===== src/logic/acr_pkg.sv =====
// Constants and types shared by the converter control logic.
// Assumes a 32-bit APB bus and an external converter core that signals completion.
package acr_pkg;
  // Register indices; byte address is four times the index
  localparam logic [7:0] IDX_STATUS = 8'h57;
  localparam logic [7:0] IDX_CLOCK = 8'h58;
  localparam logic [7:0] IDX_RES_HIGH = 8'h59;
  localparam logic [7:0] IDX_RES_LOW = 8'h5A;
  localparam logic [7:0] IDX_SCAN_ONE = 8'h5B;
  localparam logic [7:0] IDX_SCAN_TWO = 8'h5C;
  localparam logic [7:0] IDX_SCAN_THREE = 8'h5D;
  localparam logic [7:0] IDX_SCAN_CTRL = 8'h5E;
  // Field positions
  localparam int STAT_DONE_BIT = 7;
  localparam int STAT_IRQ_EN_BIT = 6;
  localparam int STAT_CONT_BIT = 5;
  localparam int CLK_PRESCALE_LSB = 5;
  localparam int CLK_SOURCE_BIT = 4;
  localparam int CLK_MODE_LSB = 2;
  localparam int SCAN_EN_BIT = 2;
  localparam int SCAN_COUNT_LSB = 0;
  // Justification modes
  localparam logic [1:0] MODE_TRUNC = 2'h0;
  localparam logic [1:0] MODE_RIGHT = 2'h1;
  localparam logic [1:0] MODE_LEFT = 2'h2;
  localparam logic [1:0] MODE_SIGN = 2'h3;
  // Values after reset
  localparam logic [2:0] PRESCALE_RESET = 3'h0;
  localparam logic SOURCE_RESET = 1'b0;
  localparam logic [1:0] MODE_RESET = MODE_RIGHT;
  localparam logic [4:0] CHAN_OFF = 5'h1F;
  localparam logic [1:0] SCAN_COUNT_RESET = 2'h0;
  localparam logic SOURCE_BUS = 1'b1;

  typedef enum logic [0:0] {CONV_IDLE, CONV_BUSY} acr_conv_t;
endpackage


===== src/logic/acr_adc_ctrl.sv =====
// Converter control: clock selection, result formatting, byte interlock, auto-scan.
// Assumes an APB master and an analog core that pulses conv_done with conv_result.
//
// Local design decision: the APB slave port.
`timescale 1ns/1ps
module acr_adc_ctrl (
  input wire logic clk,
  input wire logic resetn,
  input wire logic psel,
  input wire logic penable,
  input wire logic pwrite,
  input wire logic [11:0] paddr,
  input wire logic [31:0] pwdata,
  output logic pready,
  output logic [31:0] prdata,
  output logic pslverr,
  input wire logic oscillator_clock,
  input wire logic conv_done,
  input wire logic [9:0] conv_result,
  output logic conv_clk_en,
  output logic conv_start,
  output logic [4:0] conv_channel
);
  typedef struct packed {
    logic pready;
    logic [31:0] prdata;
    logic pslverr;
    logic [2:0] prescale_select;
    logic clock_source_select;
    logic [1:0] mode;
    logic conversion_irq_enable;
    logic continuous_enable;
    logic [4:0] chan;
    logic scan_enable;
    logic [1:0] scan_count;
    logic conversion_done_flag;
    logic locked;
    logic [7:0] result_high_byte;
    logic [7:0] result_low_byte;
    logic [2:0][7:0] scan_result;
    acr_pkg::acr_conv_t conv;
    logic [1:0] scan_idx;
    logic conv_start;
    logic [4:0] conv_channel;
  } acr_state_t;

  acr_state_t s_reg;
  acr_state_t s_next;
  logic access;
  logic finish;
  logic mapped;
  logic [7:0] idx;
  logic [7:0] rd_byte;
  logic wr_status;
  logic wr_clock;
  logic wr_scan;
  logic rd_high;
  logic rd_low_any;
  logic completes;
  logic tick_sel;

  // Bus clock source ticks every cycle; the oscillator arrives as an enable
  assign tick_sel = (s_reg.clock_source_select == acr_pkg::SOURCE_BUS) ? 1'b1 : oscillator_clock;

  acr_prescaler u_prescaler (
    .clk(clk),
    .resetn(resetn),
    .tick_in(tick_sel),
    .prescale_select(s_reg.prescale_select),
    .div_tick(conv_clk_en)
  );

  assign access = psel && penable;
  assign finish = access && s_reg.pready;
  assign idx = paddr[9:2];
  assign mapped = (paddr[11:10] == 2'h0) && (paddr[1:0] == 2'h0) &&
    (idx >= acr_pkg::IDX_STATUS) && (idx <= acr_pkg::IDX_SCAN_CTRL);
  assign wr_status = finish && pwrite && mapped && idx == acr_pkg::IDX_STATUS;
  assign wr_clock = finish && pwrite && mapped && idx == acr_pkg::IDX_CLOCK;
  assign wr_scan = finish && pwrite && mapped && idx == acr_pkg::IDX_SCAN_CTRL;
  assign rd_high = finish && !pwrite && mapped && idx == acr_pkg::IDX_RES_HIGH;
  assign rd_low_any = finish && !pwrite && mapped &&
    (idx >= acr_pkg::IDX_RES_LOW) && (idx <= acr_pkg::IDX_SCAN_THREE);
  assign completes = conv_done && (s_reg.conv == acr_pkg::CONV_BUSY);

  always_comb begin
    rd_byte = 8'h00;
    unique case (idx)
      acr_pkg::IDX_STATUS: begin
        // Flag is hidden while interrupts are enabled
        rd_byte = {s_reg.conversion_done_flag && !s_reg.conversion_irq_enable,
          s_reg.conversion_irq_enable, s_reg.continuous_enable, s_reg.chan};
      end
      acr_pkg::IDX_CLOCK: begin
        rd_byte = {s_reg.prescale_select, s_reg.clock_source_select, s_reg.mode, 2'h0};
      end
      acr_pkg::IDX_RES_HIGH: begin
        // Truncated mode hides what a ten-bit mode left in the high byte
        if (s_reg.mode == acr_pkg::MODE_TRUNC) begin
          rd_byte = 8'h00;
        end else begin
          rd_byte = s_reg.result_high_byte;
        end
      end
      acr_pkg::IDX_RES_LOW: rd_byte = s_reg.result_low_byte;
      acr_pkg::IDX_SCAN_ONE: rd_byte = s_reg.scan_result[0];
      acr_pkg::IDX_SCAN_TWO: rd_byte = s_reg.scan_result[1];
      acr_pkg::IDX_SCAN_THREE: rd_byte = s_reg.scan_result[2];
      acr_pkg::IDX_SCAN_CTRL: rd_byte = {5'h00, s_reg.scan_enable, s_reg.scan_count};
      default: rd_byte = 8'h00;
    endcase
  end

  always_comb begin
    s_next = s_reg;
    s_next.conv_start = 1'b0;
    // One wait state: data and error are registered in the first access cycle
    s_next.pready = access && !s_reg.pready;
    if (access && !s_reg.pready) begin
      s_next.prdata = {24'h000000, rd_byte};
      s_next.pslverr = !mapped;
    end

    if (wr_status) begin
      s_next.conversion_irq_enable = pwdata[acr_pkg::STAT_IRQ_EN_BIT];
      s_next.continuous_enable = pwdata[acr_pkg::STAT_CONT_BIT];
      s_next.chan = pwdata[4:0];
    end
    if (wr_clock) begin
      s_next.prescale_select = pwdata[acr_pkg::CLK_PRESCALE_LSB +: 3];
      s_next.clock_source_select = pwdata[acr_pkg::CLK_SOURCE_BIT];
      s_next.mode = pwdata[acr_pkg::CLK_MODE_LSB +: 2];
    end
    if (wr_scan) begin
      s_next.scan_enable = pwdata[acr_pkg::SCAN_EN_BIT];
      s_next.scan_count = pwdata[acr_pkg::SCAN_COUNT_LSB +: 2];
    end

    // Interlock: releasing writes and the low read win over a high read; truncated mode always clears it
    if (wr_status || wr_clock || (rd_low_any && idx == acr_pkg::IDX_RES_LOW)) begin
      s_next.locked = 1'b0;
    end else if (rd_high && s_reg.mode != acr_pkg::MODE_TRUNC) begin
      s_next.locked = 1'b1;
    end
    if (s_reg.mode == acr_pkg::MODE_TRUNC) begin
      s_next.locked = 1'b0;
    end

    if ((wr_status || wr_clock || rd_low_any) && !s_reg.conversion_irq_enable) begin
      s_next.conversion_done_flag = 1'b0;
    end
    // A completion in the clearing cycle still sets the flag
    if (completes) begin
      s_next.conversion_done_flag = 1'b1;
    end

    if (completes) begin
      s_next.conv = acr_pkg::CONV_IDLE;
      if (s_reg.scan_enable && s_reg.scan_idx != 2'h0) begin
        s_next.scan_result[s_reg.scan_idx - 2'h1] = conv_result[9:2];
      end else if (s_reg.mode == acr_pkg::MODE_TRUNC) begin
        s_next.result_high_byte = 8'h00;
        s_next.result_low_byte = conv_result[9:2];
      end else if (!s_next.locked) begin
        // Results landing while locked are dropped, keeping the byte pair coherent
        unique case (s_reg.mode)
          acr_pkg::MODE_RIGHT: begin
            s_next.result_high_byte = {6'h00, conv_result[9:8]};
            s_next.result_low_byte = conv_result[7:0];
          end
          acr_pkg::MODE_LEFT: begin
            s_next.result_high_byte = conv_result[9:2];
            s_next.result_low_byte = {conv_result[1:0], 6'h00};
          end
          acr_pkg::MODE_SIGN: begin
            s_next.result_high_byte = {!conv_result[9], conv_result[8:2]};
            s_next.result_low_byte = {conv_result[1:0], 6'h00};
          end
          acr_pkg::MODE_TRUNC: begin
            s_next.result_high_byte = 8'h00;
            s_next.result_low_byte = conv_result[9:2];
          end
        endcase
      end
      if (s_reg.scan_enable) begin
        // Ascending order, wrapping after the last selected channel
        s_next.scan_idx = (s_reg.scan_idx >= s_reg.scan_count) ? 2'h0 : s_reg.scan_idx + 2'h1;
        s_next.conv_start = 1'b1;
        s_next.conv_channel = {3'h0, s_next.scan_idx};
        s_next.conv = acr_pkg::CONV_BUSY;
      end else if (s_reg.continuous_enable && s_reg.chan != acr_pkg::CHAN_OFF) begin
        s_next.conv_start = 1'b1;
        s_next.conv_channel = s_reg.chan;
        s_next.conv = acr_pkg::CONV_BUSY;
      end
    end

    // Software starts take priority over an automatic restart
    if (wr_scan && pwdata[acr_pkg::SCAN_EN_BIT]) begin
      s_next.scan_idx = 2'h0;
      s_next.conv_start = 1'b1;
      s_next.conv_channel = 5'h00;
      s_next.conv = acr_pkg::CONV_BUSY;
    end else if (wr_status && !s_reg.scan_enable) begin
      if (pwdata[4:0] == acr_pkg::CHAN_OFF) begin
        s_next.conv_start = 1'b0;
        s_next.conv = acr_pkg::CONV_IDLE;
      end else begin
        s_next.conv_start = 1'b1;
        s_next.conv_channel = pwdata[4:0];
        s_next.conv = acr_pkg::CONV_BUSY;
      end
    end
  end

  always_ff @(posedge clk or negedge resetn) begin
    if (!resetn) begin
      s_reg <= '0;
      s_reg.prescale_select <= acr_pkg::PRESCALE_RESET;
      s_reg.clock_source_select <= acr_pkg::SOURCE_RESET;
      s_reg.mode <= acr_pkg::MODE_RESET;
      s_reg.chan <= acr_pkg::CHAN_OFF;
      s_reg.scan_count <= acr_pkg::SCAN_COUNT_RESET;
      s_reg.scan_enable <= 1'b0;
      s_reg.conv <= acr_pkg::CONV_IDLE;
    end else begin
      s_reg <= s_next;
    end
  end

  assign pready = s_reg.pready;
  assign prdata = s_reg.prdata;
  assign pslverr = s_reg.pslverr;
  assign conv_start = s_reg.conv_start;
  assign conv_channel = s_reg.conv_channel;

  a_trunc_layout: assert property (@(posedge clk) disable iff (!resetn)
    (completes && !s_reg.scan_enable && s_reg.mode == acr_pkg::MODE_TRUNC) |=>
    (s_reg.result_high_byte == 8'h00 && s_reg.result_low_byte == $past(conv_result[9:2])))
    else $error("truncated result misplaced");
  a_right_layout: assert property (@(posedge clk) disable iff (!resetn)
    (completes && !s_reg.scan_enable && s_reg.mode == acr_pkg::MODE_RIGHT && !s_next.locked)
    |=> (s_reg.result_high_byte == {6'h00, $past(conv_result[9:8])} &&
    s_reg.result_low_byte == $past(conv_result[7:0])))
    else $error("right justified result misplaced");
  a_left_layout: assert property (@(posedge clk) disable iff (!resetn)
    (completes && !s_reg.scan_enable && s_reg.mode == acr_pkg::MODE_LEFT && !s_next.locked)
    |=> (s_reg.result_high_byte == $past(conv_result[9:2]) &&
    s_reg.result_low_byte == {$past(conv_result[1:0]), 6'h00}))
    else $error("left justified result misplaced");
  a_sign_layout: assert property (@(posedge clk) disable iff (!resetn)
    (completes && !s_reg.scan_enable && s_reg.mode == acr_pkg::MODE_SIGN && !s_next.locked)
    |=> (s_reg.result_high_byte[7] == !$past(conv_result[9])))
    else $error("sign bit not inverted");
  a_lock_holds: assert property (@(posedge clk) disable iff (!resetn)
    (s_reg.locked && s_next.locked) |=> $stable(s_reg.result_low_byte))
    else $error("low byte changed while locked");
  a_lock_release: assert property (@(posedge clk) disable iff (!resetn)
    (wr_status || wr_clock) |=> !s_reg.locked)
    else $error("lock survived a control write");
  a_flag_clear: assert property (@(posedge clk) disable iff (!resetn)
    (rd_low_any && !completes && !s_reg.conversion_irq_enable) |=> !s_reg.conversion_done_flag)
    else $error("done flag not cleared by low read");
  a_scan_store: assert property (@(posedge clk) disable iff (!resetn)
    (completes && s_reg.scan_enable && s_reg.scan_idx == 2'h2) |=>
    (s_reg.scan_result[1] == $past(conv_result[9:2])))
    else $error("scan result two not stored");
  a_scan_wrap: assert property (@(posedge clk) disable iff (!resetn)
    (completes && s_reg.scan_enable && s_reg.scan_idx >= s_reg.scan_count && !wr_scan && !wr_status)
    |=> (s_reg.conv_start && s_reg.conv_channel == 5'h00))
    else $error("scan did not wrap to channel zero");
  a_scan_gate: assert property (@(posedge clk) disable iff (!resetn)
    (completes && !s_reg.scan_enable && !s_reg.continuous_enable && !wr_scan && !wr_status)
    |=> !s_reg.conv_start)
    else $error("conversion restarted without scan or continuous");

  // Interlock entry, and the mode that must never enter it
  a_lock_set: assert property (@(posedge clk) disable iff (!resetn)
    (rd_high && s_reg.mode != acr_pkg::MODE_TRUNC) |=> s_reg.locked)
    else $error("high byte read did not lock");
  a_trunc_unlocked: assert property (@(posedge clk) disable iff (!resetn)
    (s_reg.mode == acr_pkg::MODE_TRUNC) |=> !s_reg.locked)
    else $error("truncated mode holds a lock");
  a_trunc_high_zero: assert property (@(posedge clk) disable iff (!resetn)
    (access && !s_reg.pready && idx == acr_pkg::IDX_RES_HIGH &&
    s_reg.mode == acr_pkg::MODE_TRUNC) |=> (s_reg.prdata == 32'h00000000))
    else $error("high byte not zero in truncated mode");
  a_sign_low: assert property (@(posedge clk) disable iff (!resetn)
    (completes && !s_reg.scan_enable && s_reg.mode == acr_pkg::MODE_SIGN && !s_next.locked)
    |=> (s_reg.result_low_byte == {$past(conv_result[1:0]), 6'h00}))
    else $error("sign mode low byte misplaced");
  a_flag_set: assert property (@(posedge clk) disable iff (!resetn)
    completes |=> s_reg.conversion_done_flag)
    else $error("done flag not set by a completion");

  // Control writes land as programmed
  a_clock_write: assert property (@(posedge clk) disable iff (!resetn)
    wr_clock |=> (s_reg.prescale_select == $past(pwdata[acr_pkg::CLK_PRESCALE_LSB +: 3]) &&
    s_reg.clock_source_select == $past(pwdata[acr_pkg::CLK_SOURCE_BIT]) &&
    s_reg.mode == $past(pwdata[acr_pkg::CLK_MODE_LSB +: 2])))
    else $error("clock config write not taken");
  a_scan_write: assert property (@(posedge clk) disable iff (!resetn)
    wr_scan |=> (s_reg.scan_enable == $past(pwdata[acr_pkg::SCAN_EN_BIT]) &&
    s_reg.scan_count == $past(pwdata[acr_pkg::SCAN_COUNT_LSB +: 2])))
    else $error("scan control write not taken");

  // Scan sequencing between the wrap points
  a_scan_step: assert property (@(posedge clk) disable iff (!resetn)
    (completes && s_reg.scan_enable && s_reg.scan_idx < s_reg.scan_count &&
    !wr_scan && !wr_status) |=>
    (s_reg.conv_start && s_reg.conv_channel[1:0] == $past(s_reg.scan_idx) + 2'h1))
    else $error("scan did not step to the next channel");
  a_scan_one: assert property (@(posedge clk) disable iff (!resetn)
    (completes && s_reg.scan_enable && s_reg.scan_idx == 2'h1) |=>
    (s_reg.scan_result[0] == $past(conv_result[9:2])))
    else $error("scan result one not stored");
  a_scan_three: assert property (@(posedge clk) disable iff (!resetn)
    (completes && s_reg.scan_enable && s_reg.scan_idx == 2'h3) |=>
    (s_reg.scan_result[2] == $past(conv_result[9:2])))
    else $error("scan result three not stored");
  a_scan_chan0: assert property (@(posedge clk) disable iff (!resetn)
    (completes && s_reg.scan_enable && s_reg.scan_idx == 2'h0 &&
    s_reg.mode == acr_pkg::MODE_TRUNC) |=> (s_reg.result_low_byte == $past(conv_result[9:2])))
    else $error("scan channel zero not truncated");
endmodule


===== src/logic/acr_prescaler.sv =====
// Converter clock prescaler: divides the selected tick stream by 1, 2, 4, 8 or 16.
// Assumes tick_in is a one-cycle enable synchronous to clk.
`timescale 1ns/1ps
module acr_prescaler (
  input wire logic clk,
  input wire logic resetn,
  input wire logic tick_in,
  input wire logic [2:0] prescale_select,
  output logic div_tick
);
  typedef struct packed {
    logic [3:0] cnt;
    logic out;
  } acr_div_state_t;

  acr_div_state_t s_reg;
  acr_div_state_t s_next;
  logic [3:0] last;

  // Top bit set forces the largest ratio
  assign last = prescale_select[2] ? 4'hF : 4'((5'h01 << prescale_select[1:0]) - 5'h01);

  always_comb begin
    s_next = s_reg;
    s_next.out = 1'b0;
    if (tick_in) begin
      if (s_reg.cnt >= last) begin
        s_next.cnt = 4'h0;
        s_next.out = 1'b1;
      end else begin
        s_next.cnt = s_reg.cnt + 4'h1;
      end
    end
  end

  always_ff @(posedge clk or negedge resetn) begin
    if (!resetn) begin
      s_reg <= '0;
    end else begin
      s_reg <= s_next;
    end
  end

  assign div_tick = s_reg.out;

  a_div_fire: assert property (@(posedge clk) disable iff (!resetn)
    (tick_in && s_reg.cnt == last) |=> div_tick)
    else $error("prescaler missed its terminal count");
  a_div_cause: assert property (@(posedge clk) disable iff (!resetn)
    div_tick |-> ($past(tick_in) && $past(s_reg.cnt) >= $past(last)))
    else $error("prescaler pulsed early");
endmodule


===== config.mk =====
export PLATFORM = sky130hd
export DESIGN_NAME = acr_adc_ctrl
export DESIGN_NICKNAME = d
export VERILOG_FILES = /design/src/logic/acr_pkg.sv /design/src/logic/acr_adc_ctrl.sv /design/src/logic/acr_prescaler.sv
export SDC_FILE = /design/constraint.sdc
export NUM_CORES = 1
export LEC_CHECK = 0
export BUFFER_PORTS_ARGS = -buffer_cell sky130_fd_sc_hd__buf_2
export CORE_AREA = 2 2 101 103
export DETAILED_ROUTE_END_ITERATION = 8
export DIE_AREA = 0 0 103 105
export HOLD_SLACK_MARGIN = 0.02
export PLACE_DENSITY_LB_ADDON = 0.08
export SLEW_MARGIN = 20
export SYNTH_ARGS = -nofsm -noshare
export SYNTH_HDL_FRONTEND = slang
export SYNTH_SLANG_ARGS = --single-unit

===== constraint.sdc =====
create_clock -name clk -period 4.2 [get_ports clk]
set_input_delay 0.42 -clock clk [delete_from_list [all_inputs] [get_ports clk]]
set_output_delay 0.42 -clock clk [all_outputs]
set_load 0.01 [all_outputs]

After elaboration in Yosys (flattened, before gate mapping)
Index checks and enable logic that the tools add are counted.
{ "totals": {"reg_bits": 82, "inputBits": 61, "out_inout_bits": 41, "elab_cells": 131} }
{ "classes": {"add_sub_neg": 4, "magnitude_cmp": 8, "n_eq_ne": 14, "n_shift": 1, "n_mux": 32, "bitwise": 1, "n_reduce_logical": 47} }
{ "ops": {"columns": ["operator", "n"], "rows": [
  ["8-bit by 7-bit == test with 1-bit output, second input constant", 8],
  ["8-bit case mux with 8 select lines", 1],
  ["16-bit case mux with 3 select lines", 1],
  ["16-bit two-way mux", 2],
  ["1-bit logical AND", 26],
  ["24-bit bitwise mux", 1],
  ["6-bit two-way mux", 4],
  ["8-bit demux with 2-bit select", 1],
  ["8-bit by 7-bit >= comparator with 1-bit output, second input constant", 2],
  ["8-bit by 7-bit less-or-equal comparator with 1-bit output, second input constant", 2],
  ["8-bit two-way mux", 2],
  ["1-bit two-way mux", 13],
  ["2-bit nonzero test", 5],
  ["9-bit two-way mux", 1],
  ["4-bit two-way mux", 2],
  ["1-bit logical NOT", 6],
  ["2-bit logical NOT", 3],
  ["2-bit two-way mux", 3],
  ["5-bit == test, second input constant", 1],
  ["5-bit two-way mux", 1],
  ["5-bit inequality test, second input constant", 1],
  ["4-bit by 1-bit adder with 4-bit output, second input constant", 1],
  ["2-bit == test, second input constant", 2],
  ["4-bit >= comparator", 1],
  ["other kinds (14)", 17]
]} }

Logic depth before layout (Yosys ltp)
Gate-level depths: netlist (run 1).
{ "depth": {"ltp_word": 13, "mapped_depth": 8, "mapped_depth_nobuf": 7} }

Hierarchy
From an unflattened synthesis (run 1), not the netlist that was laid out.
{ "hier_totals": {"cells_unflattened": 471, "area_unflattened_um2": 4927.2} }
{ "by_module_without_submodules": {"columns": ["mod", "instances", "cells_each", "area_per_inst_um2", "seq_area_each_um2"], "rows": [
  ["acr_adc_ctrl", 1, 436, 4593.2, 1934.4],
  ["acr_prescaler", 1, 35, 334.1, 125.1]
]} }

Least setup slack after synthesis (run 1)
OpenSTA, ideal clock, no wires.
{ "synth_timing": {"path_type": "input port to flip-flop", "start": "in paddr[7]", "end": "reg s_reg[39] (netlist name)", "setup_time_ns": 0.125, "arrival_ns": 2.179, "t_required_ns": 4.075, "path_slack_ns": 1.896, "path_stages": 7, "path_buffers": 2, "cell_sequence": "and4bb_1 -> buf_4 -> nand4_1 -> o41a_1 -> a221oi_4 -> buf_8 -> mux2_4"} }
{ "synth_between": {"elab_chain_len": 12, "word_cells_on_any_way": 26, "classes_between": "4 x order compare; 5 x eq/ne; 3 x mux; 14 x reduce/logical"} }
{ "synth_lines": {"columns": ["item", "line_no", "rtl"], "rows": [
  ["start: declaration", "acr_adc_ctrl.sv:12", "input wire logic [11:0] paddr,"],
  ["8-bit by 7-bit >= comparator with 1-bit output", "acr_adc_ctrl.sv:77", "(idx >= acr_pkg::IDX_STATUS) && (idx <= acr_pkg::IDX_SCAN_CTRL);"],
  ["1-bit logical AND", "acr_adc_ctrl.sv:76", "assign mapped = (paddr[11:10] == 2'h0) && (paddr[1:0] == 2'h0) &&"],
  ["1-bit logical AND", "acr_adc_ctrl.sv:77", null],
  ["1-bit logical AND", "acr_adc_ctrl.sv:81, acr_adc_ctrl.sv:82", null],
  ["1-bit logical AND", "acr_adc_ctrl.sv:82", "assign rd_low_any = finish && !pwrite && mapped &&"],
  ["1-bit logical AND", "acr_adc_ctrl.sv:83", "(idx >= acr_pkg::IDX_RES_LOW) && (idx <= acr_pkg::IDX_SCAN_THREE);"],
  ["1-bit logical AND", "acr_adc_ctrl.sv:140", "if (wr_status || wr_clock || (rd_low_any && idx == acr_pkg::IDX_RES_LOW)) begin"],
  ["1-bit logical OR", "acr_adc_ctrl.sv:140", null],
  ["1-bit two-way mux *", "acr_adc_ctrl.sv:140", null],
  ["1-bit two-way mux *", "acr_adc_ctrl.sv:145", "if (s_reg.mode == acr_pkg::MODE_TRUNC) begin"],
  ["2-bit by 1-bit inequality test with 1-bit output (no source line) *", null, null],
  ["3-bit AND reduction (no source line) *", null, null],
  ["end signal: assignment", "acr_adc_ctrl.sv:227", "s_reg <= s_next;"],
  ["end: declaration", "acr_adc_ctrl.sv:47", "acr_state_t s_reg;"]
]} }
Every way passes the cells marked *; elsewhere a longest branch is shown, timed or not.
A chain may end at the register's enable or synchronous reset.

Final worst setup path (run 1)
{ "layout_timing": {"start": "in paddr[4]", "end": "reg s_reg[45] (netlist name)"} }
The elaborated chain is that of the path after synthesis.

==> results.txt, run 1 <==
final slew viol count: 0
Sink Count: 82
register area share after synthesis: 43.4%
TNS Setup: 0 ns
pwr dens: 278 nW/um^2
Max FO, Critical Path: 26
Synth Register Bits: 82
largest family of logic cells by synthesized area: multiplexers
Syn Inst Count: 445
Sw Ratio: 25.3%
r2r startpoint: s_reg[61]
crit end category: flip-flop
Total GRT Usage: 22.3%
actual slew at the worst max-slew pin: 1.05 ns
CP cell instances: buf_2, and4b_1, o2111ai_1, o41a_1, a221oi_4, buf_4, mux2i_1
Final Hold Viols: 0
CTS tree: done
Avg WL per Cell: 18.4 um
first-pass GRT wire length: 18200 um
library cells used by synthesis: 67
Rows: 36
vias in the first global route: 3287
core area: 9640 um^2
Setup WS pre-CTS: 1.10 ns
worst skew pair latency: 0.37 ns
Layout Nets: 553
Post-CTS Setup Inserts: 0
clock slew at reported path FFs: 0.08 ns
Fmax: 361 MHz
DPL Wire Length: 7910 um
Critical Path Max Stage Delay: 0.82 ns
relative max-transition margin: 29.5%
largest net degree at the start of global routing: 83
Buf/Inv on CP: 2
fraction of registers with async set/reset: 100%
Yosys warning count: 0
final design utilization: 53.0%
Crit path required time: 4.49 ns
NetSw: 0.000360 W
Die Wd: 103 um
share of post-route cells with drive strength above 1: 28.6%
Root Driver: clkbuf_8
leakage power: 2.51 nW
Tmin final: 2.77 ns
max reg flops: 61
diode count: 0
Reg power frac: 55.6%
# H-tree levels: 3
Max Clock Skew: 0.00990 ns
Via Count: 3465
Initial Utilization: 49.2%
prevailing post-synth register cell: dfrtp_1
Initial DRT Pass Iterations: 4
Iter 0 DRT Violations: 231
VDD IR max: 0.157 mV
Crit Path Category: in2reg
Max Cap Viol: 0
CP delay by family, top: compound AO/OA/AOI/OAI gates
worst hold-check path type: in2async
post-CTS sizing: 0
gpl congestion: 0.870
grt total ovfl: 0
Comb power frac: 7.0%
IO Pins: 102
CTS hold repair buffers: 0
CP startpoint kind: input port
Post-Synth Adder-Cell Area: 2.90%
TritonCTS Buffers: 9
RSZ-0062 raised after global routing: false
status: finished, final reports clean
Die H: 105 um
Final Cycle Share: 65.9%
final setup margin: 1.43 ns
Critical Path Slowest Stage Cell: a221oi_4
DRC Markers: 0
worst setup path start: paddr[4]
Syn Std Cell Area: 4750 um^2
Design Power: 0.00142 W
number of synthesized flops with an enable pin: 0
WP data arrival: 3.06 ns
Die ar.: 10800 um^2
internal power: 0.00106 W
worst hold slack: 0.101 ns
Synth Area in Compound Gates: 13.3%
area added between synthesis and finish: 7.67%
IO Port Bufs: 53
post-detailed-route count of antenna-violating nets: 0
fill count: 933
Simple-Gate Fraction of Synth Area: 12.9%
power share of the clock group: 37.4%
final setup vio count: 0
initial antenna violation count: 0
mux contribution to synthesized area: 17.7%
vias per cell: 5.60
syn avg cell area: 10.7 um^2
clk buf depth: 2
WL final: 11400 um
xor/xnor share of the synthesized area: 0.369%
## kinds of logic after synthesis
group	Yosys count
muxes	76
AOI/OAI and AO/OA	87
adders and majority gates	11
xor gates and xnor gates	2
and+or+nand+nor	110
DFF	82
buffers and inverters	76
other	1
## path summary, 6_finish.rpt
check                                        to  slack (ns)  cells after the start
max in group asynchronous             s_reg[35]        3.61                      1
min reg2reg                           prdata[7]        0.47                      2
max reg2reg                           s_reg[45]        1.60                      6
max                                   s_reg[45]        1.43                      7
min in group clk                      s_reg[66]        0.30                      2
min                        u_prescaler.s_reg[4]        0.10                      1
## layout by cell type, fill, tap and decap left out, types with 4 or more instances in the layout
| master | n |
|---|---|
| dfrtp_1 | 76 |
| a22oi_1 | 7 |
| inv_1 | 21 |
| o21ai_0 | 23 |
| o21a_1 | 5 |
| o211a_1 | 5 |
| mux2_4 | 4 |
| a21oi_1 | 11 |
| buf_4 | 4 |
| clkbuf_8 | 11 |
| conb_1 | 24 |
| nand4_1 | 4 |
| mux2i_1 | 23 |
| dfstp_2 | 6 |
| nor2_1 | 16 |
| ha_1 | 11 |
| nand2b_1 | 4 |
| buf_2 | 52 |
| mux2_2 | 49 |
| nand3b_1 | 5 |
| nand2_1 | 38 |
| nand3_1 | 14 |
## routing by layer
layer	track usage [%]	vias up	wire (um)
met5	0	-	0
met4	8.08	0	221
met3	3.61	17	713
met2	32.3	112	5220
met1	33.4	1708	5230
li1	-	1628	-
## power groups by stage
stage	Combinational, W	Clock [W]	Sequential, W
after global routing	0.000112	0.000583	0.000791
after CTS	0.000101	0.000548	0.000791
after global placement	0.0000990	0	0.000806
after floorplan	0.0000593	0	0.000807
after detailed placement	0.000100	0	0.000806
final	0.000100	0.000532	0.000791
## worst register-to-register path: cells and delay by family (launching register included)
family                 cells  cell delay (ns)
flip-flops                 1             0.49
AO/OA/AOI/OAI              2             1.15
buffers and inverters      1             0.30
AND/OR/NAND/NOR            2             0.41
multiplexers               1             0.19
## Yosys cell counts, types with 3 or more instances
cell type | number | area share [%]
nand4_1 | 4 | 0.53
nand2_1 | 38 | 3.0
o21ai_0 | 23 | 2.4
clkbuf_1 | 12 | 0.95
mux2_2 | 49 | 12
a21oi_1 | 11 | 1.2
dfrtp_1 | 76 | 40
a221oi_1 | 3 | 0.55
o211ai_1 | 3 | 0.47
o21a_1 | 5 | 0.79
nand3b_1 | 5 | 0.79
a2bb2oi_1 | 3 | 0.55
mux2_4 | 4 | 1.3
ha_1 | 11 | 2.9
buf_4 | 38 | 6.0
nand3_1 | 14 | 1.5
dfstp_2 | 6 | 3.3
o211a_1 | 5 | 1.1
mux2i_1 | 23 | 4.8
a22o_1 | 3 | 0.55
nand2b_1 | 4 | 0.53
and4_1 | 3 | 0.55
nor2_1 | 16 | 1.3
a22oi_1 | 7 | 1.1
inv_1 | 21 | 1.7
## through the flow
step	std cells	area [um^2]
floorplan	468	4830
global placement	603	4930
detailed placement	603	4930
CTS	619	5110
global route	619	5110
finish	619	5110
## layout make-up
cell class / instances / area, um^2 / area share (%)
multi-input combinational: 310 / 2330 / 45.6
sequential: 82 / 2060 / 40.3
timing repair buffer: 57 / 302 / 5.90
tap: 133 / 166 / 3.26
clock buffer: 13 / 159 / 3.11
inverter: 21 / 78.8 / 1.54
clock inverter: 3 / 15.0 / 0.294
No activity file was read; power rests on OpenSTA's default activity.
==> run 2, diff against run 1 <==
==> constraint.sdc (replaced) <==
create_clock -name clk -period 2.5 [get_ports clk]
set_input_delay 0.25 -clock clk [delete_from_list [all_inputs] [get_ports clk]]
set_output_delay 0.25 -clock clk [all_outputs]
set_load 0.01 [all_outputs]
==> run 2 against run 1 <==
Register-to-register slack lost 1.3 ns. Highest routed layer unchanged. Setup slack lost 1.1 ns. Combinational power grew 75%. Core utilization grew 1.5 points.
==> results.txt, run 2 (synthesis gave the netlist of run 1 again) <==
Avg WL per Cell: 18.2 um (-1.1%)
Initial DRT Pass Iterations: 4 (unchanged)
largest net degree at the start of global routing: 47 (-43%)
worst skew pair latency: 0.35 ns (-0.02 ns)
post-CTS sizing: 0 (unchanged)
pwr dens: 486 nW/um^2 (+74%)
initial antenna violation count: 0 (unchanged)
Final Cycle Share: 86.5%
vias in the first global route: 3422 (+4.1%)
core area: 9640 um^2 (unchanged)
Initial Utilization: 49.2% (unchanged)
NetSw: 0.000601 W (+67%)
vias per cell: 5.56 (-0.61%)
RSZ-0062 raised after global routing: false
Rows: 36 (unchanged)
Crit Path Category: reg2reg
Via Count: 3505 (+1.2%)
Fmax: 463 MHz
power share of the clock group: 41.2% (+3.8 points)
worst hold-check path type: in2reg
internal power: 0.00195 W (+84%)
commonest non-fill, non-tap cells in the layout: dfrtp_1, buf_2, mux2_2, nand2_1, conb_1
TNS Setup: 0 ns (unchanged)
gpl congestion: 0.847 (-2.7%)
Design Power: 0.00255 W (+80%)
Die H: 105 um (unchanged)
IO Port Bufs: 53 (unchanged)
Tmin final: 2.16 ns
Reg power frac: 52.0% (-3.6 points)
Die Wd: 103 um (unchanged)
Final Hold Viols: 0 (unchanged)
Comb power frac: 6.8% (-0.2 points)
r2r startpoint: pready
Sw Ratio: 23.5% (-1.8 points)
crit end category: flip-flop
area added between synthesis and finish: 10.8%
post-detailed-route count of antenna-violating nets: 0 (unchanged)
first-pass GRT wire length: 18300 um (+0.57%)
TritonCTS Buffers: 9 (unchanged)
clk buf depth: 2 (unchanged)
Post-CTS Setup Inserts: 0 (unchanged)
diode count: 0 (unchanged)
min-delay src: pwdata[7]
WL final: 11500 um (+0.67%)
IO Pins: 102 (unchanged)
CTS hold repair buffers: 1 (+1)
WP data arrival: 2.40 ns (-0.66 ns)
worst setup path start: pready
leakage power: 2.59 nW (+3.1%)
Max FO, Critical Path: 16 (-38%)
DRC Markers: 0 (unchanged)
max reg flops: 61 (unchanged)
final setup vio count: 0 (unchanged)
Sink Count: 82 (unchanged)
Max Cap Viol: 0 (unchanged)
clock slew at reported path FFs: 0.08 ns (about the same)
status: finished, final reports clean
Crit path required time: 2.74 ns (-1.75 ns)
Iter 0 DRT Violations: 129 (-44%)
VDD IR max: 0.268 mV (+70%)
CP startpoint kind: flip-flop
# H-tree levels: 3 (unchanged)
final slew viol count: 0 (unchanged)
DPL Wire Length: 8400 um (+6.1%)
share of post-route cells with drive strength above 1: 30.0% (+1.4 points)
Die ar.: 10800 um^2 (unchanged)
grt total ovfl: 0 (unchanged)
CTS tree: done
commonest non-fill, non-tap cell in the layout: dfrtp_1
Layout Nets: 564 (+2.0%)
Root Driver: clkbuf_8
Total GRT Usage: 22.3% (-0.040 points)
Max Clock Skew: 0.00849 ns (-0.00141 ns)
[run 2: cell types whose count changed in the layout (fill, tap and decap cells not counted), sizes merged]
cell / delta
buf: +10
dlygate4sd3: +1
clkinv: -3
clkbuf: +2
bufinv: +1
[run 2: worst max-delay path, cell delays in order, from the launching register on]
cell	delay (ns)
dfrtp_1	0.37
and4b_1	0.27
nand4_1	0.14
o41a_1	0.39
a221oi_4	0.30
buf_12	0.22
mux2_2	0.34
[run 2: worst paths after layout]
path | endpoint | slack [ns] | depth (start not counted)
max in group asynchronous | s_reg[56] | 1.44 | 3
min in group asynchronous | u_prescaler.div_tick | 0.39 | 2
worst min register to register | prdata[7] | 0.48 | 2
worst min-delay path | s_reg[66] | 0.14 | 2
worst max register to register | s_reg[37] | 0.34 | 6
worst max-delay path | s_reg[37] | 0.34 | 6
[run 2: area by class of cell]
type | count | area [um^2]
Clock buffer | 15 | 186
Inverter | 21 | 78.8
Fill cell | 883 | 4380
Tap cell | 133 | 166
Clock inverter | 1 | 30.0
Multi-Input combinational cell | 310 | 2330
Sequential cell | 82 | 2060
Timing Repair Buffer | 68 | 408
[run 2: metal layers]
layer / vias up / share of wire (%) / track usage, %
li1: 1642 / - / -
met1: 1758 / 46 / 32.6
met2: 97 / 47 / 33.1
met3: 8 / 5.7 / 4.62
met4: 0 / 1.1 / 6.58
met5: - / 0 / 0
[run 2: power by group through the flow]
| stage | clock (W) | combinational (W) | sequential [W] |
|---|---|---|---|
| finish | 0.00105 | 0.000175 | 0.00133 |
| global route | 0.00114 | 0.000198 | 0.00133 |
| CTS | 0.00108 | 0.000177 | 0.00133 |
| detailed placement | 0 | 0.000175 | 0.00135 |
| global placement | 0 | 0.000173 | 0.00135 |
| floorplan | 0 | 0.0000995 | 0.00136 |
[run 2: per-stage QoR]
step                util, %  hold WS, ns  setup slack (ns)  area (um^2)  std cells
finish                 54.6        0.138             0.338         5260        630
global route           54.6        0.124             0.238         5260        630
CTS                    54.6        0.120             0.352         5260        630
detailed placement     52.2        0.257             0.263         5030        613
global placement       52.2        0.252             0.279         5030        613
floorplan                 -      -0.0456             0.366         4830        468
==> run 3, diff against run 2 <==
--- a/config.mk
+++ b/config.mk
@@ -10,8 +10,9 @@
 export DETAILED_ROUTE_END_ITERATION = 8
 export DIE_AREA = 0 0 103 105
 export HOLD_SLACK_MARGIN = 0.02
-export PLACE_DENSITY_LB_ADDON = 0.08
+export PLACE_DENSITY = 0.76
 export SLEW_MARGIN = 20
 export SYNTH_ARGS = -nofsm -noshare
 export SYNTH_HDL_FRONTEND = slang
 export SYNTH_SLANG_ARGS = --single-unit
+export TNS_END_PERCENT = 20
==> run 3 against run 2 <==
Sequential share of layout area barely moved. Final cell count decreased by 0.32%. Die area unchanged. First-iteration DRC count grew 46%. Global-route usage decreased by 0.71 points. Cell area hardly changed. Wire length fell by 3.0%. Via count is 2.1% higher. Combinational power about the same. Highest routed layer unchanged.
==> results.txt, run 3 (synthesis gave the netlist of run 1 again) <==
status: finished, final reports clean
first-pass GRT wire length: 17900 um (-2.0%)
Max Clock Skew: 0.0101 ns (+0.00157 ns)
TritonCTS Buffers: 9 (unchanged)
relative max-transition margin: 49.0%
gpl congestion: 0.873 (+3.1%)
area added between synthesis and finish: 10.9% (about the same)
RSZ-0062 raised after global routing: false
Tmin final: 2.19 ns (+0.0285 ns)
Hold Path Depth: 2 (unchanged)
leakage power: 2.58 nW (-0.26%)
IO Pins: 102 (unchanged)
Crit path required time: 2.76 ns (+0.02 ns)
Die Wd: 103 um (unchanged)
vias in the first global route: 3537 (+3.4%)
core area: 9640 um^2 (unchanged)
DPL Wire Length: 8060 um (-4.0%)
Buf/Inv on CP: 1 (unchanged)
Final Hold Viols: 0 (unchanged)
pwr dens: 508 nW/um^2 (+4.7%)
largest net degree at the start of global routing: 83 (+77%)
diode count: 0 (unchanged)
Initial DRT Pass Iterations: 4 (unchanged)
final setup vio count: 0 (unchanged)
Die ar.: 10800 um^2 (unchanged)
# H-tree levels: 3 (unchanged)
Rows: 36 (unchanged)
commonest non-fill, non-tap cell in the layout: dfrtp_1
Fmax: 457 MHz (-1.3%)
CP Depth: 6 (unchanged)
post-detailed-route count of antenna-violating nets: 0 (unchanged)
CP cell instances: and4b_1, nand4_1, o41a_1, a221oi_4, buf_12, mux2_2
IO Port Bufs: 53 (unchanged)
CP delay by family, top: compound AO/OA/AOI/OAI gates
Root Driver: clkbuf_8
Die H: 105 um (unchanged)
TNS Setup: 0 ns (unchanged)
crit end category: flip-flop
Max Cap Viol: 0 (unchanged)
Critical Path Slowest Stage Cell: o41a_1
Total GRT Usage: 21.6% (-0.71 points)
Initial Utilization: 49.2% (unchanged)
share of post-route cells with drive strength above 1: 29.9% (-0.081 points)
Max FO, Critical Path: 16 (unchanged)
cell count of the worst reg-to-reg path: 6 (unchanged)
clk buf depth: 2 (unchanged)
Crit Path Category: reg2reg
DRC Markers: 0 (unchanged)
WP data arrival: 2.45 ns (+0.05 ns)
max reg flops: 61 (unchanged)
worst hold slack: 0.130 ns (-0.00787 ns)
Final Cycle Share: 87.6% (+1.1 points)
VDD IR max: 0.224 mV (-16%)
worst skew pair latency: 0.37 ns (+0.02 ns)
Avg WL per Cell: 17.7 um (-2.7%)
actual slew at the worst max-slew pin: 0.766 ns
initial antenna violation count: 1 (+1)
CTS tree: done
Critical Path Max Stage Delay: 0.39 ns (about the same)
WL final: 11100 um (-3.0%)
Layout Nets: 562 (-0.35%)
Via Count: 3580 (+2.1%)
Iter 0 DRT Violations: 188 (+46%)
clock slew at reported path FFs: 0.09 ns (about the same)
CP startpoint kind: flip-flop
Sink Count: 82 (unchanged)
final slew viol count: 0 (unchanged)
commonest non-fill, non-tap cells in the layout: dfrtp_1, buf_2, mux2_2, nand2_1, conb_1
worst hold-check path type: in2reg
grt total ovfl: 0 (unchanged)
vias per cell: 5.70 (+2.5%)
[run 3: cell count changes in the layout (fill, tap and decap cells not counted)]
| cell | delta |
|---|---|
| buf_12 | -1 |
| buf_4 | -2 |
| buf_6 | +1 |
| bufinv_16 | +2 |
| clkbuf_1 | -1 |
| clkbuf_8 | -4 |
| clkinv_4 | +2 |
| clkinvlp_4 | +1 |
[run 3: path summary, 6_finish.rpt]
kind,slack [ns],to,start
setup / recovery,0.31,s_reg[33],pready
hold / removal,0.13,s_reg[66],pwdata[7]
setup reg to reg,0.31,s_reg[33],pready
hold reg to reg,0.50,prdata[7],prdata[7]
max in group asynchronous,1.49,s_reg[13],resetn
min in group asynchronous,0.49,conv_start,resetn
[run 3: what timing repair did]
action	in CTS	in global routing
gates resized for setup	0	0
endpoints found under the hold margin	0	76
setup endpoints to repair	0	0
buffers inserted	0	0
hold buffers	0	1
[run 3: layout make-up]
| cell class | count | area, um^2 |
|---|---|---|
| fill | 835 | 4380 |
| multi-input combinational | 310 | 2330 |
| sequential | 82 | 2060 |
| timing repair buffer | 66 | 384 |
| tap | 133 | 166 |
| clock buffer | 10 | 128 |
| clock inverter | 6 | 115 |
| inverter | 21 | 78.8 |
[run 3: stage by stage]
stage / cells / utilization (%) / instance area, um^2 / power [W] / worst slack (ns)
6_report: 628 / 54.6 / 5260 / 0.00268 / 0.310
5_1_grt: 628 / 54.6 / 5260 / 0.00277 / 0.227
4_1_cts: 627 / 54.5 / 5250 / 0.00268 / 0.316
3_5_place_dp: 611 / 51.9 / 5010 / 0.00152 / 0.246
3_3_place_gp: 611 / 51.9 / 5010 / 0.00152 / 0.298
2_1_floorplan: 468 / - / 4830 / 0.00146 / 0.366
[run 3: per-layer routing]
metal / track usage (%) / up-vias / routed length, um
li1: - / 1640 / -
met3: 4.35 / 28 / 711
met5: 0 / - / 0
met2: 33.5 / 142 / 5150
met1: 28.9 / 1770 / 4910
met4: 9.40 / 0 / 354
[run 3: report_power, final]
group          leakage [nW]  switching, W  total [W]  internal (W)
sequential             1.07    0.00000108    0.00133       0.00133
combinational          1.39      0.000121   0.000172     0.0000512
clock                 0.117      0.000507    0.00117      0.000667
total                  2.58      0.000630    0.00268       0.00205
